`src/hdl/ctp_pkg.sv`:
```
// Constants, encodings and register map of the cascaded timer block.
// Assumes an 8-bit register port with a 4-bit word address.
package ctp_pkg;

    // ------------------------------------------------------------------
    // Register word addresses
    // ------------------------------------------------------------------
    localparam logic [3:0] CTP_ADDR_CTRL     = 4'h0;
    localparam logic [3:0] CTP_ADDR_LOW_CMP  = 4'h1;
    localparam logic [3:0] CTP_ADDR_HIGH_CMP = 4'h2;
    localparam logic [3:0] CTP_ADDR_ALT_CMP  = 4'h3;
    localparam logic [3:0] CTP_ADDR_CAR_CTRL = 4'h4;
    localparam logic [3:0] CTP_ADDR_LOW_CNT  = 4'h5;
    localparam logic [3:0] CTP_ADDR_HIGH_CNT = 4'h6;
    localparam logic [3:0] CTP_ADDR_STATUS   = 4'h7;

    // ------------------------------------------------------------------
    // Control register fields
    // ------------------------------------------------------------------
    localparam int CTP_CTRL_LOW_RUN  = 0;
    localparam int CTP_CTRL_HIGH_RUN = 1;
    localparam int CTP_CTRL_OUT_EN   = 2;
    localparam int CTP_CTRL_SEL_LSB  = 3;
    localparam int CTP_CTRL_SEL_MSB  = 5;
    localparam int CTP_CTRL_MODE_LSB = 6;
    localparam int CTP_CTRL_MODE_MSB = 7;

    // ------------------------------------------------------------------
    // Carrier output control fields
    // ------------------------------------------------------------------
    localparam int CTP_CAR_GATE_FLAG  = 0;
    localparam int CTP_CAR_GATE_BUF   = 1;
    localparam int CTP_CAR_REMOTE_SEL = 2;

    // ------------------------------------------------------------------
    // Status register fields
    // ------------------------------------------------------------------
    localparam int CTP_STAT_WAVE    = 0;
    localparam int CTP_STAT_ALT_SEL = 1;
    localparam int CTP_STAT_OUT     = 2;

    // ------------------------------------------------------------------
    // Modes, reset values and count clock masks
    // ------------------------------------------------------------------
    typedef enum logic [1:0] {
        CTP_MODE_INTERVAL16 = 2'h0,
        CTP_MODE_SQUARE16   = 2'h1,
        CTP_MODE_CARRIER    = 2'h2,
        CTP_MODE_PWM        = 2'h3
    } ctp_mode_e;

    localparam logic [7:0] CTP_BYTE_ZERO = 8'h00;
    localparam logic [7:0] CTP_BYTE_FULL = 8'hff;
    localparam logic [7:0] CTP_BYTE_ONE  = 8'h01;

    localparam logic [2:0] CTP_SEL_DIV1   = 3'h0;
    localparam logic [2:0] CTP_SEL_DIV4A  = 3'h1;
    localparam logic [2:0] CTP_SEL_DIV2   = 3'h2;
    localparam logic [2:0] CTP_SEL_DIV4B  = 3'h3;
    localparam logic [2:0] CTP_SEL_DIV8   = 3'h4;
    localparam logic [2:0] CTP_SEL_DIV16  = 3'h5;

    localparam logic [3:0] CTP_MASK_DIV1  = 4'h0;
    localparam logic [3:0] CTP_MASK_DIV2  = 4'h1;
    localparam logic [3:0] CTP_MASK_DIV4  = 4'h3;
    localparam logic [3:0] CTP_MASK_DIV8  = 4'h7;
    localparam logic [3:0] CTP_MASK_DIV16 = 4'hf;

endpackage : ctp_pkg

```
`src/hdl/ctp_prescaler.sv`:
```
// Count clock prescaler: one-cycle tick at the selected division of clk_i.
// Assumes run_i comes from logic on the same clock.
`timescale 1ns/1ps
`default_nettype none
module ctp_prescaler
    import ctp_pkg::*;
(
    input  wire logic       clk_i,
    input  wire logic       rst_n_i,
    input  wire logic       run_i,
    input  wire logic [2:0] sel_i,
    output logic            tick_o
);

    // ------------------------------------------------------------------
    // State
    // ------------------------------------------------------------------
    typedef struct packed {
        logic [3:0] cnt;
        logic       tick;
    } ctp_pre_s;

    ctp_pre_s   st_q;
    ctp_pre_s   st_d;
    logic [3:0] mask;
    logic       legal;

    // ------------------------------------------------------------------
    // Division select
    // ------------------------------------------------------------------
    always_comb begin
        legal = 1'b1;
        case (sel_i)
            CTP_SEL_DIV1:  mask = CTP_MASK_DIV1;
            CTP_SEL_DIV4A: mask = CTP_MASK_DIV4;
            CTP_SEL_DIV2:  mask = CTP_MASK_DIV2;
            CTP_SEL_DIV4B: mask = CTP_MASK_DIV4;
            CTP_SEL_DIV8:  mask = CTP_MASK_DIV8;
            CTP_SEL_DIV16: mask = CTP_MASK_DIV16;
            default: begin
                mask  = CTP_MASK_DIV16;
                legal = 1'b0;
            end
        endcase
    end

    always_comb begin
        st_d = st_q;
        if (!run_i) begin
            st_d.cnt  = '0;
            st_d.tick = 1'b0;
        end else begin
            st_d.cnt  = st_q.cnt + 4'h1;
            st_d.tick = legal && ((st_q.cnt & mask) == mask);
        end
    end

    always_ff @(posedge clk_i) begin
        if (!rst_n_i) begin
            st_q <= '0;
        end else begin
            st_q <= st_d;
        end
    end

    assign tick_o = st_q.tick;

endmodule : ctp_prescaler
`default_nettype wire

```
`src/hdl/ctp_timer.sv`:
```
// Cascaded 8+8 bit timer with 16-bit interval, 16-bit square wave,
// carrier generator and PWM modes, behind a byte-wide register port.
// Assumes one 50 MHz clock and synchronous register strobes.
`timescale 1ns/1ps
`default_nettype none
module ctp_timer
    import ctp_pkg::*;
#(
    parameter int CNT_W = 8
)
(
    input  wire logic       clk_i,
    input  wire logic       rst_n_i,
    input  wire logic [3:0] addr_i,
    input  wire logic [7:0] wdata_i,
    input  wire logic       wr_i,
    input  wire logic       rd_i,
    output logic      [7:0] rdata_o,
    output logic            timer_out_pin_o,
    output logic            timer_out_oe_o,
    output logic            low_match_irq_o,
    output logic            high_match_irq_o
);

    // ------------------------------------------------------------------
    // State
    // ------------------------------------------------------------------
    typedef struct packed {
        logic             low_run;
        logic             high_run;
        logic             out_en;
        logic [2:0]       clk_sel;
        ctp_mode_e        mode;
        logic [CNT_W-1:0] low_cmp;
        logic [CNT_W-1:0] high_cmp;
        logic [CNT_W-1:0] alt_cmp;
        logic             remote_sel;
        logic             gate_buf;
        logic             gate_flag;
        logic [CNT_W-1:0] low_cnt;
        logic [CNT_W-1:0] high_cnt;
        logic             alt_sel;
        logic             wave;
        logic             low_irq;
        logic             high_irq;
        logic             pin;
        logic             oe;
        logic [7:0]       rdata;
    } ctp_state_s;

    ctp_state_s       st_q;
    ctp_state_s       st_d;
    logic             tick;
    logic             is16;
    logic             full_match;
    logic             low_match;
    logic [CNT_W-1:0] act_cmp;
    logic [7:0]       ctrl_rd;
    logic [7:0]       car_rd;
    logic [7:0]       stat_rd;

    localparam logic [CNT_W-1:0] CNT_ZERO = '0;
    localparam logic [CNT_W-1:0] CNT_ONE  = CNT_W'(1);
    localparam logic [CNT_W-1:0] CNT_FULL = '1;

    // ------------------------------------------------------------------
    // Count clock
    // ------------------------------------------------------------------
    ctp_prescaler u_pre (
        .clk_i   (clk_i),
        .rst_n_i (rst_n_i),
        .run_i   (st_q.low_run),
        .sel_i   (st_q.clk_sel),
        .tick_o  (tick)
    );

    // ------------------------------------------------------------------
    // Compare logic
    // ------------------------------------------------------------------
    always_comb begin
        is16       = (st_q.mode == CTP_MODE_INTERVAL16) || (st_q.mode == CTP_MODE_SQUARE16);
        act_cmp    = st_q.alt_sel ? st_q.alt_cmp : st_q.low_cmp;
        low_match  = (st_q.low_cnt == act_cmp);
        full_match = (st_q.low_cnt == st_q.low_cmp) && (st_q.high_cnt == st_q.high_cmp);
    end

    // ------------------------------------------------------------------
    // Register read images
    // ------------------------------------------------------------------
    always_comb begin
        ctrl_rd                                       = CTP_BYTE_ZERO;
        ctrl_rd[CTP_CTRL_LOW_RUN]                     = st_q.low_run;
        ctrl_rd[CTP_CTRL_HIGH_RUN]                    = st_q.high_run;
        ctrl_rd[CTP_CTRL_OUT_EN]                      = st_q.out_en;
        ctrl_rd[CTP_CTRL_SEL_MSB:CTP_CTRL_SEL_LSB]    = st_q.clk_sel;
        ctrl_rd[CTP_CTRL_MODE_MSB:CTP_CTRL_MODE_LSB]  = st_q.mode;
        car_rd                                        = CTP_BYTE_ZERO;
        car_rd[CTP_CAR_GATE_FLAG]                     = st_q.gate_flag;
        car_rd[CTP_CAR_GATE_BUF]                      = st_q.gate_buf;
        car_rd[CTP_CAR_REMOTE_SEL]                    = st_q.remote_sel;
        stat_rd                                       = CTP_BYTE_ZERO;
        stat_rd[CTP_STAT_WAVE]                        = st_q.wave;
        stat_rd[CTP_STAT_ALT_SEL]                     = st_q.alt_sel;
        stat_rd[CTP_STAT_OUT]                         = st_q.pin;
    end

    // ------------------------------------------------------------------
    // Next state
    // ------------------------------------------------------------------
    always_comb begin
        st_d          = st_q;
        st_d.low_irq  = 1'b0;
        st_d.high_irq = 1'b0;

        // Register writes
        if (wr_i) begin
            case (addr_i)
                CTP_ADDR_CTRL: begin
                    st_d.low_run  = wdata_i[CTP_CTRL_LOW_RUN];
                    st_d.high_run = wdata_i[CTP_CTRL_HIGH_RUN];
                    st_d.out_en   = wdata_i[CTP_CTRL_OUT_EN];
                    st_d.clk_sel  = wdata_i[CTP_CTRL_SEL_MSB:CTP_CTRL_SEL_LSB];
                    st_d.mode     = ctp_mode_e'(wdata_i[CTP_CTRL_MODE_MSB:CTP_CTRL_MODE_LSB]);
                end
                CTP_ADDR_LOW_CMP:  st_d.low_cmp  = wdata_i[CNT_W-1:0];
                CTP_ADDR_HIGH_CMP: st_d.high_cmp = wdata_i[CNT_W-1:0];
                CTP_ADDR_ALT_CMP:  st_d.alt_cmp  = wdata_i[CNT_W-1:0];
                CTP_ADDR_CAR_CTRL: begin
                    st_d.remote_sel = wdata_i[CTP_CAR_REMOTE_SEL];
                    st_d.gate_buf   = wdata_i[CTP_CAR_GATE_BUF];
                    if (!st_q.out_en) begin
                        st_d.gate_flag = wdata_i[CTP_CAR_GATE_FLAG];
                    end
                end
                default: begin
                end
            endcase
        end

        // Carrier stop drops the buffered gate value
        if (st_q.mode == CTP_MODE_CARRIER && !st_d.low_run && st_q.low_run &&
            !(wr_i && addr_i == CTP_ADDR_CAR_CTRL)) begin
            st_d.gate_buf = 1'b0;
        end

        // Counting
        if (!st_q.low_run) begin
            st_d.low_cnt  = CNT_ZERO;
            st_d.wave     = 1'b0;
            st_d.alt_sel  = 1'b0;
            if (is16 || !st_q.high_run) begin
                st_d.high_cnt = CNT_ZERO;
            end
        end else if (tick) begin
            case (st_q.mode)
                CTP_MODE_INTERVAL16,
                CTP_MODE_SQUARE16: begin
                    if (full_match) begin
                        st_d.low_cnt  = CNT_ZERO;
                        st_d.high_cnt = CNT_ZERO;
                        st_d.low_irq  = 1'b1;
                        if (st_q.mode == CTP_MODE_SQUARE16) begin
                            st_d.wave = ~st_q.wave;
                        end
                    end else begin
                        st_d.low_cnt = st_q.low_cnt + CNT_ONE;
                        if (st_q.low_cnt == CNT_FULL) begin
                            st_d.high_cnt = st_q.high_cnt + CNT_ONE;
                        end
                    end
                end
                CTP_MODE_CARRIER,
                CTP_MODE_PWM: begin
                    if (low_match) begin
                        st_d.low_cnt = CNT_ZERO;
                        st_d.low_irq = 1'b1;
                        st_d.wave    = ~st_q.wave;
                        st_d.alt_sel = ~st_q.alt_sel;
                        // High counter counts carrier periods on each rising carrier edge
                        if (st_q.mode == CTP_MODE_CARRIER && st_q.high_run && !st_q.wave) begin
                            if (st_q.high_cnt == st_q.high_cmp) begin
                                st_d.high_cnt = CNT_ZERO;
                                st_d.high_irq = 1'b1;
                            end else begin
                                st_d.high_cnt = st_q.high_cnt + CNT_ONE;
                            end
                        end
                    end else begin
                        st_d.low_cnt = st_q.low_cnt + CNT_ONE;
                    end
                end
                default: begin
                end
            endcase
        end

        // Start of output keeps the wave level low, ahead of any toggle
        if (st_d.out_en && !st_q.out_en) begin
            st_d.wave = 1'b0;
        end

        // Gate reload on the rise of the high match request
        if (st_q.high_irq) begin
            st_d.gate_flag = st_q.gate_buf;
        end

        // Pin level
        if (!st_q.out_en) begin
            st_d.pin = 1'b0;
        end else if (st_q.mode == CTP_MODE_CARRIER) begin
            if (st_q.remote_sel) begin
                st_d.pin = st_q.gate_flag;
            end else begin
                st_d.pin = st_q.wave && st_q.gate_flag;
            end
        end else if (st_q.mode == CTP_MODE_INTERVAL16) begin
            st_d.pin = 1'b0;
        end else begin
            st_d.pin = st_q.wave;
        end
        st_d.oe = st_q.out_en;

        // Read data, valid the cycle after the strobe
        st_d.rdata = CTP_BYTE_ZERO;
        if (rd_i) begin
            case (addr_i)
                CTP_ADDR_CTRL:     st_d.rdata = ctrl_rd;
                CTP_ADDR_LOW_CMP:  st_d.rdata = 8'(st_q.low_cmp);
                CTP_ADDR_HIGH_CMP: st_d.rdata = 8'(st_q.high_cmp);
                CTP_ADDR_ALT_CMP:  st_d.rdata = 8'(st_q.alt_cmp);
                CTP_ADDR_CAR_CTRL: st_d.rdata = car_rd;
                CTP_ADDR_LOW_CNT:  st_d.rdata = 8'(st_q.low_cnt);
                CTP_ADDR_HIGH_CNT: st_d.rdata = 8'(st_q.high_cnt);
                CTP_ADDR_STATUS:   st_d.rdata = stat_rd;
                default:           st_d.rdata = CTP_BYTE_ZERO;
            endcase
        end
    end

    // ------------------------------------------------------------------
    // State register
    // ------------------------------------------------------------------
    always_ff @(posedge clk_i) begin
        if (!rst_n_i) begin
            st_q      <= '0;
            st_q.mode <= CTP_MODE_INTERVAL16;
        end else begin
            st_q <= st_d;
        end
    end

    // ------------------------------------------------------------------
    // Outputs
    // ------------------------------------------------------------------
    assign rdata_o          = st_q.rdata;
    assign timer_out_pin_o  = st_q.pin;
    assign timer_out_oe_o   = st_q.oe;
    assign low_match_irq_o  = st_q.low_irq;
    assign high_match_irq_o = st_q.high_irq;

endmodule : ctp_timer
`default_nettype wire

```
`config.mk`:
```
export PLATFORM = sky130hd
export DESIGN_NAME = ctp_timer
export DESIGN_NICKNAME = d
export VERILOG_FILES = /design/src/hdl/ctp_pkg.sv /design/src/hdl/ctp_prescaler.sv /design/src/hdl/ctp_timer.sv
export SDC_FILE = /design/constraint.sdc
export NUM_CORES = 1
export LEC_CHECK = 0
export BUFFER_PORTS_ARGS = -buffer_cell sky130_fd_sc_hd__buf_2
export CORE_UTILIZATION = 55
export DETAILED_ROUTE_END_ITERATION = 8
export GPL_ROUTABILITY_DRIVEN = 0
export PLACE_DENSITY = 0.74
export SYNTH_ARGS = -nofsm -noshare
export SYNTH_HDL_FRONTEND = slang
export SYNTH_HIERARCHICAL = 1
export SYNTH_SLANG_ARGS = --single-unit
```
`constraint.sdc`:
```
create_clock -name clk_i -period 2.7 [get_ports clk_i]
set_clock_uncertainty 0.2 [all_clocks]
set_input_delay 0 -clock clk_i [delete_from_list [all_inputs] [get_ports clk_i]]
set_output_delay 0 -clock clk_i [all_outputs]
set_load 0.01 [all_outputs]
```
### After elaboration in Yosys (flattened, before gate mapping)

Index checks and enable logic that the tools add are counted.

* magnitude comparators: 0
* multiplexer cells: 32
* bitwise gates (word level): 5
* $mul: 0
* reductions and logical operators: 43
* div/mod/pow operators: 0
* shifts and indexed selects: 0
* equal/unequal tests: 28
* add/subtract/negate cells: 3

Operators with widths (number)
* 8-bit two-way mux: 10
* 8-bit one-hot mux with 8 select lines: 1
* 35-bit two-way mux: 1
* 16-bit one-hot mux with 2 select lines: 1
* 8-bit == test: 3
* 12-bit two-way mux: 2
* 8-bit by 1-bit adder with 8-bit output, second input constant: 2
* 4-bit by 3-bit == test with 1-bit output, second input constant: 4
* 16-bit two-way mux: 1
* 4-bit one-hot mux with 4 select lines: 1
* 2-bit AND reduction: 8
* 1-bit two-way mux: 11
* 1-bit logical AND: 10
* 10-bit two-way mux: 1
* 3-bit AND reduction: 3
* 4-bit by 2-bit == test with 1-bit output, second input constant: 2
* 8-bit == test, second input constant: 1
* 2-bit inequality test, second input constant: 4
* 2-bit OR reduction: 4
* 3-bit by 2-bit == test with 1-bit output, second input constant: 2
* 3-bit == test, second input constant: 2
* 3-bit inequality test, second input constant: 2
* 6-bit AND reduction: 1
* 2-bit nonzero test: 3
* 22 further kinds: 31

* bits in registers: 70
* memory bits (read-only): 0
* logic and storage cells: 133
* output and inout bits: 12
* bits in writable memories: 0
* input bits: 16
* memories: 0
* latch bits: 0

### Logic depth before layout (Yosys ltp)

* depth after elaboration: 8
* mapped depth: 9
* mapped depth without buffers: 7

### Cells and area by module

The synthesis kept the hierarchy.

By module, submodules not included
* ctp_timer: instances 1, seq. area each 1301.2 um^2, area each 3553.4 um^2, cells an instance 423
* ctp_prescaler: instances 1, seq. area each 100.1 um^2, area each 197.7 um^2, cells an instance 21

### Worst setup path after synthesis

No wires, ideal clock.

* path type: register to register
* start point: reg st_q[13] in the netlist's numbering
* end point: reg st_q[15] in the netlist's numbering
* path buffers: 2
* library setup time: 117 ps
* stages on the path, launching flop included: 10
* arrival time: 1851 ps
* required time: 2383 ps
* period minus slack after synthesis: 2168 ps
* slack: 532 ps
* cells stage by stage: dfxtp_1 > buf_6 > mux2i_1 > xnor2_1 > nor4_2 > and2_4 > o2111ai_4 > and2b_1 > buf_6 > a32o_2

* word-level cells in the longest chain between the ends: 4

Ends and longest elaborated chain
* start, declared: RTL line ctp_timer.sv:51 `ctp_state_s st_q;`
* start signal, assigned: RTL line ctp_timer.sv:248 `st_q <= st_d;`
* 8-bit two-way mux: RTL line ctp_timer.sv:82 `act_cmp = st_q.alt_sel ? st_q.alt_cmp : st_q.low_cmp;`
* 8-bit == test: RTL line ctp_timer.sv:83 `low_match = (st_q.low_cnt == act_cmp);`
* 3-bit inequality test (no source line)
* 5-bit AND reduction (no source line)

No other way between the ends.
A chain may end at the register's enable or synchronous reset.

### Worst setup path in the final report

* start point: reg st_q[23] in the netlist's numbering
* end point: reg st_q[19] in the netlist's numbering

* word-level cells in the longest chain between the ends: 6
* elaborated cells on any way between the ends: 11
* classes of those cells: eq/ne: 5; mux: 4; reduce/logical: 2

Ends and longest elaborated chain
* 8-bit == test: RTL line ctp_timer.sv:84 `full_match = (st_q.low_cnt == st_q.low_cmp) && (st_q.high_cnt == st_q.high_cmp);`
* 1-bit logical AND: RTL line ctp_timer.sv:84
* 16-bit two-way mux: RTL line ctp_timer.sv:158 `if (full_match) begin`
* 16-bit one-hot mux with 2 select lines: RTL line ctp_timer.sv:155 `case (st_q.mode)`
* 12-bit two-way mux: RTL line ctp_timer.sv:154 `end else if (tick) begin`
* 10-bit two-way mux: RTL line ctp_timer.sv:147 `if (!st_q.low_run) begin`

Several ways; a longest one is shown, not always the timed one. The select of a mux whose other input is x is not followed.

==> reports/qor.txt <==
status - finished with violations
failing checks - design-rule violations
Reg clk slew, reported paths - 0.08 ns
first-pass GRT wire length - 16.6 mm
CP endpoint kind - flip-flop
via count - 3418
syn nets - 463
worst r2r src - st_q[23]$_SDFFE_PN0P_
vias in the first global route - 3182
Reg-to-Reg End - st_q[19]$_SDFFE_PN0P_
Mapped Cells - 444
cell leakage power - 0.00149 uW
vias per inst - 6.18
worst slack at placement - 0.220 ns
Synth top area share - 0.374
Crit path required time - 2.80 ns
peak supply drop - 304 uV
Yosys top cell by area - dfxtp_1
PD cells - 516 mW/mm2
Setup TNS Final - 0 ns
Cell Count, Final, Fillers Out - 553
fmax - 0.388 GHz
Post-CTS Resized - 0
ys flop type - dfxtp_1
Final ANT Viol Nets - 0
TritonCTS clock tree - yes
multi-input logic area - 0.00210 mm2
Post-route DRC - 2
unrepaired setup endpoints after global routing - no
dpl hpwl - 7.32 mm
height of the die - 84.6 um
crit path launch - st_q[23]$_SDFFE_PN0P_
Worst Max-Slew Pin Slew - 0.544 ns
register-to-register setup slack - 0.12 ns
main area contributors after synthesis - dfxtp_1, xnor2_1, mux2i_1, nand2_1, a21oi_1
drt first pass iters - 9
most common cell after layout, fill and taps aside - dfxtp_1
sequential area share after synthesis - 0.374
Synth cell types - 60
DRT iter0 DRCs - 334
Hold Crit Class - input port to flip-flop
CP Data Arrival Time - 2.68 ns
row count - 29
initial antenna violation count - 0
Synth Register Bits - 70
Fill cells - 535
# nets final - 491
CP endpoint - st_q[19]$_SDFFE_PN0P_
Sink Count - 70
die area - 0.00715 mm2
Worst Slack Setup Final - 0.124 ns
WL per Instance - 18.6 um
Tot GR Track Use - 0.304
Mapped Avg Cell Area - 8.45 um2
Slew HR - 0.637
CTS Buffer Depth - 2
boundary pin count - 28
pin count of the biggest net entering global routing - 29
layout cell share with drive strength beyond 1 - 0.164
most frequent cells in the layout - dfxtp_1, nand2_1, nor2_1
Worst Reg-to-Reg Cells - 7
fin crit share - 0.954
Port Buffers - 27
Placeable Area - 0.00646 mm2
register area - 0.00140 mm2
Total Wirelength - 10.3 mm
min Tclk post-route - 2.58 ns
final slew viol count - 0
Post-Syn Area - 0.00375 mm2
synth warn - 6
ys async rst share - 0
number of synthesized flops with an enable pin - 0
grt total ovfl - 0
area delta synth->final - 12.7%
max cap viols - 0
Post-CTS Setup Inserts - 0
placed cells - 525
Starting Density - 0.581
H-tree depth - 3
Chip Width - 84.6 um
CP Launch Type - flip-flop
n_diodes - 0
worst skew pair latency - 0.36 ns
CTS Root Cell - clkbuf_8
Crit Path Class - flip-flop to flip-flop
final setup fails - 0
TritonCTS Buffers - 9
final hold viol count - 0
worst-path fanout max - 8
layer usage:
metal / GRT usage / wire (um) / vias to the layer above / part of all wire
li1: - / - / 1618 / -
met1: 0.386 / 4360 / 1596 / 0.42
met2: 0.471 / 4640 / 171 / 0.45
met3: 0.0855 / 913 / 33 / 0.089
met4: 0.160 / 369 / 0 / 0.036
met5: 0 / 0 / - / 0
registers in the layout (all words and copies together), names as in the netlist:
name	count
car_rd	3
ctrl_rd	8
high_match_irq_o	1
low_match_irq_o	1
rdata_o	8
st_q	42
timer_out_oe_o	1
timer_out_pin_o	1
u_pre/st_q	4
u_pre/tick_o	1
report_power, final:
group / internal [uW] / leakage, uW / total, uW / switching (uW)
sequential: 1040 / 0.000565 / 1050 / 9.72
clock: 566 / 0.000109 / 964 / 398
combinational: 61.9 / 0.000818 / 167 / 105
total: 1670 / 0.00149 / 2180 / 513
cells by family (layout without fill, tap and decap cells):
logic type	count (synthesis)	count (layout)	share of synthesized area
DFF	70	70	0.374
xor gates and xnor gates	34	34	0.0794
buffers and inverters	47	79	0.0667
and+or+nand+nor	175	175	0.226
adders and majority gates	3	3	0.0100
muxes	29	29	0.0857
AOI/OAI and AO/OA	86	86	0.158
worst min-delay path by stage:
stage                                endpoint  startpoint  cells after the start  slack [ns]
floorplan           timer_out_oe_o$_SDFF_PN0_     rst_n_i                      1       -0.06
finish                  rdata_o[4]$_SDFF_PN0_   addr_i[3]                      3        0.02
CTS                     rdata_o[4]$_SDFF_PN0_   addr_i[3]                      3       0.004
detailed placement      st_q[56]$_SDFFE_PN0P_  wdata_i[7]                      3        0.10
global route            rdata_o[4]$_SDFF_PN0_   addr_i[3]                      3        0.04
global placement        st_q[56]$_SDFFE_PN0P_  wdata_i[7]                      3        0.09
synth_stat cells, types with 8 or more instances:
master     n
a21oi_1   37
nand2_1   51
nand3_1   35
xnor2_1   30
dfxtp_1   70
nor2_1    43
inv_1      9
clkbuf_1  19
buf_4      9
o21ai_0    9
mux2i_1   22
nand4_1    8
metrics by stage:
stage	util	area, um2	hold slack, ns	power (uW)
after detailed placement	0.600	3870	0.101	1220
final	0.655	4230	0.0156	2180
after floorplan	-	3750	-0.0583	1170
after global placement	0.600	3870	0.0888	1220
after global routing	0.655	4230	0.0366	2250
after CTS	0.655	4230	0.00365	2180
worst max-delay path, cell delays in order (launching register included):
cell,delay (ns)
dfxtp_1,0.47
ha_1,0.24
nand4_1,0.16
o311ai_0,0.39
o21ai_0,0.20
a31oi_4,0.30
and2b_1,0.34
a41o_1,0.21
cell type report:
class | count | share of cell area
sequential | 70 | 0.331
inverter | 10 | 0.00888
tap | 77 | 0.0228
multi-input combinational | 327 | 0.497
clock inverter | 3 | 0.0160
clock buffer | 12 | 0.0367
timing repair buffer | 54 | 0.0876
what timing repair did:
item / in CTS / in global routing
hold buffers: 13 / 0
endpoints found under the setup margin: 0 / 0
hold endpoints to repair: 56 / 0
Power figures use the tool's default switching activity.
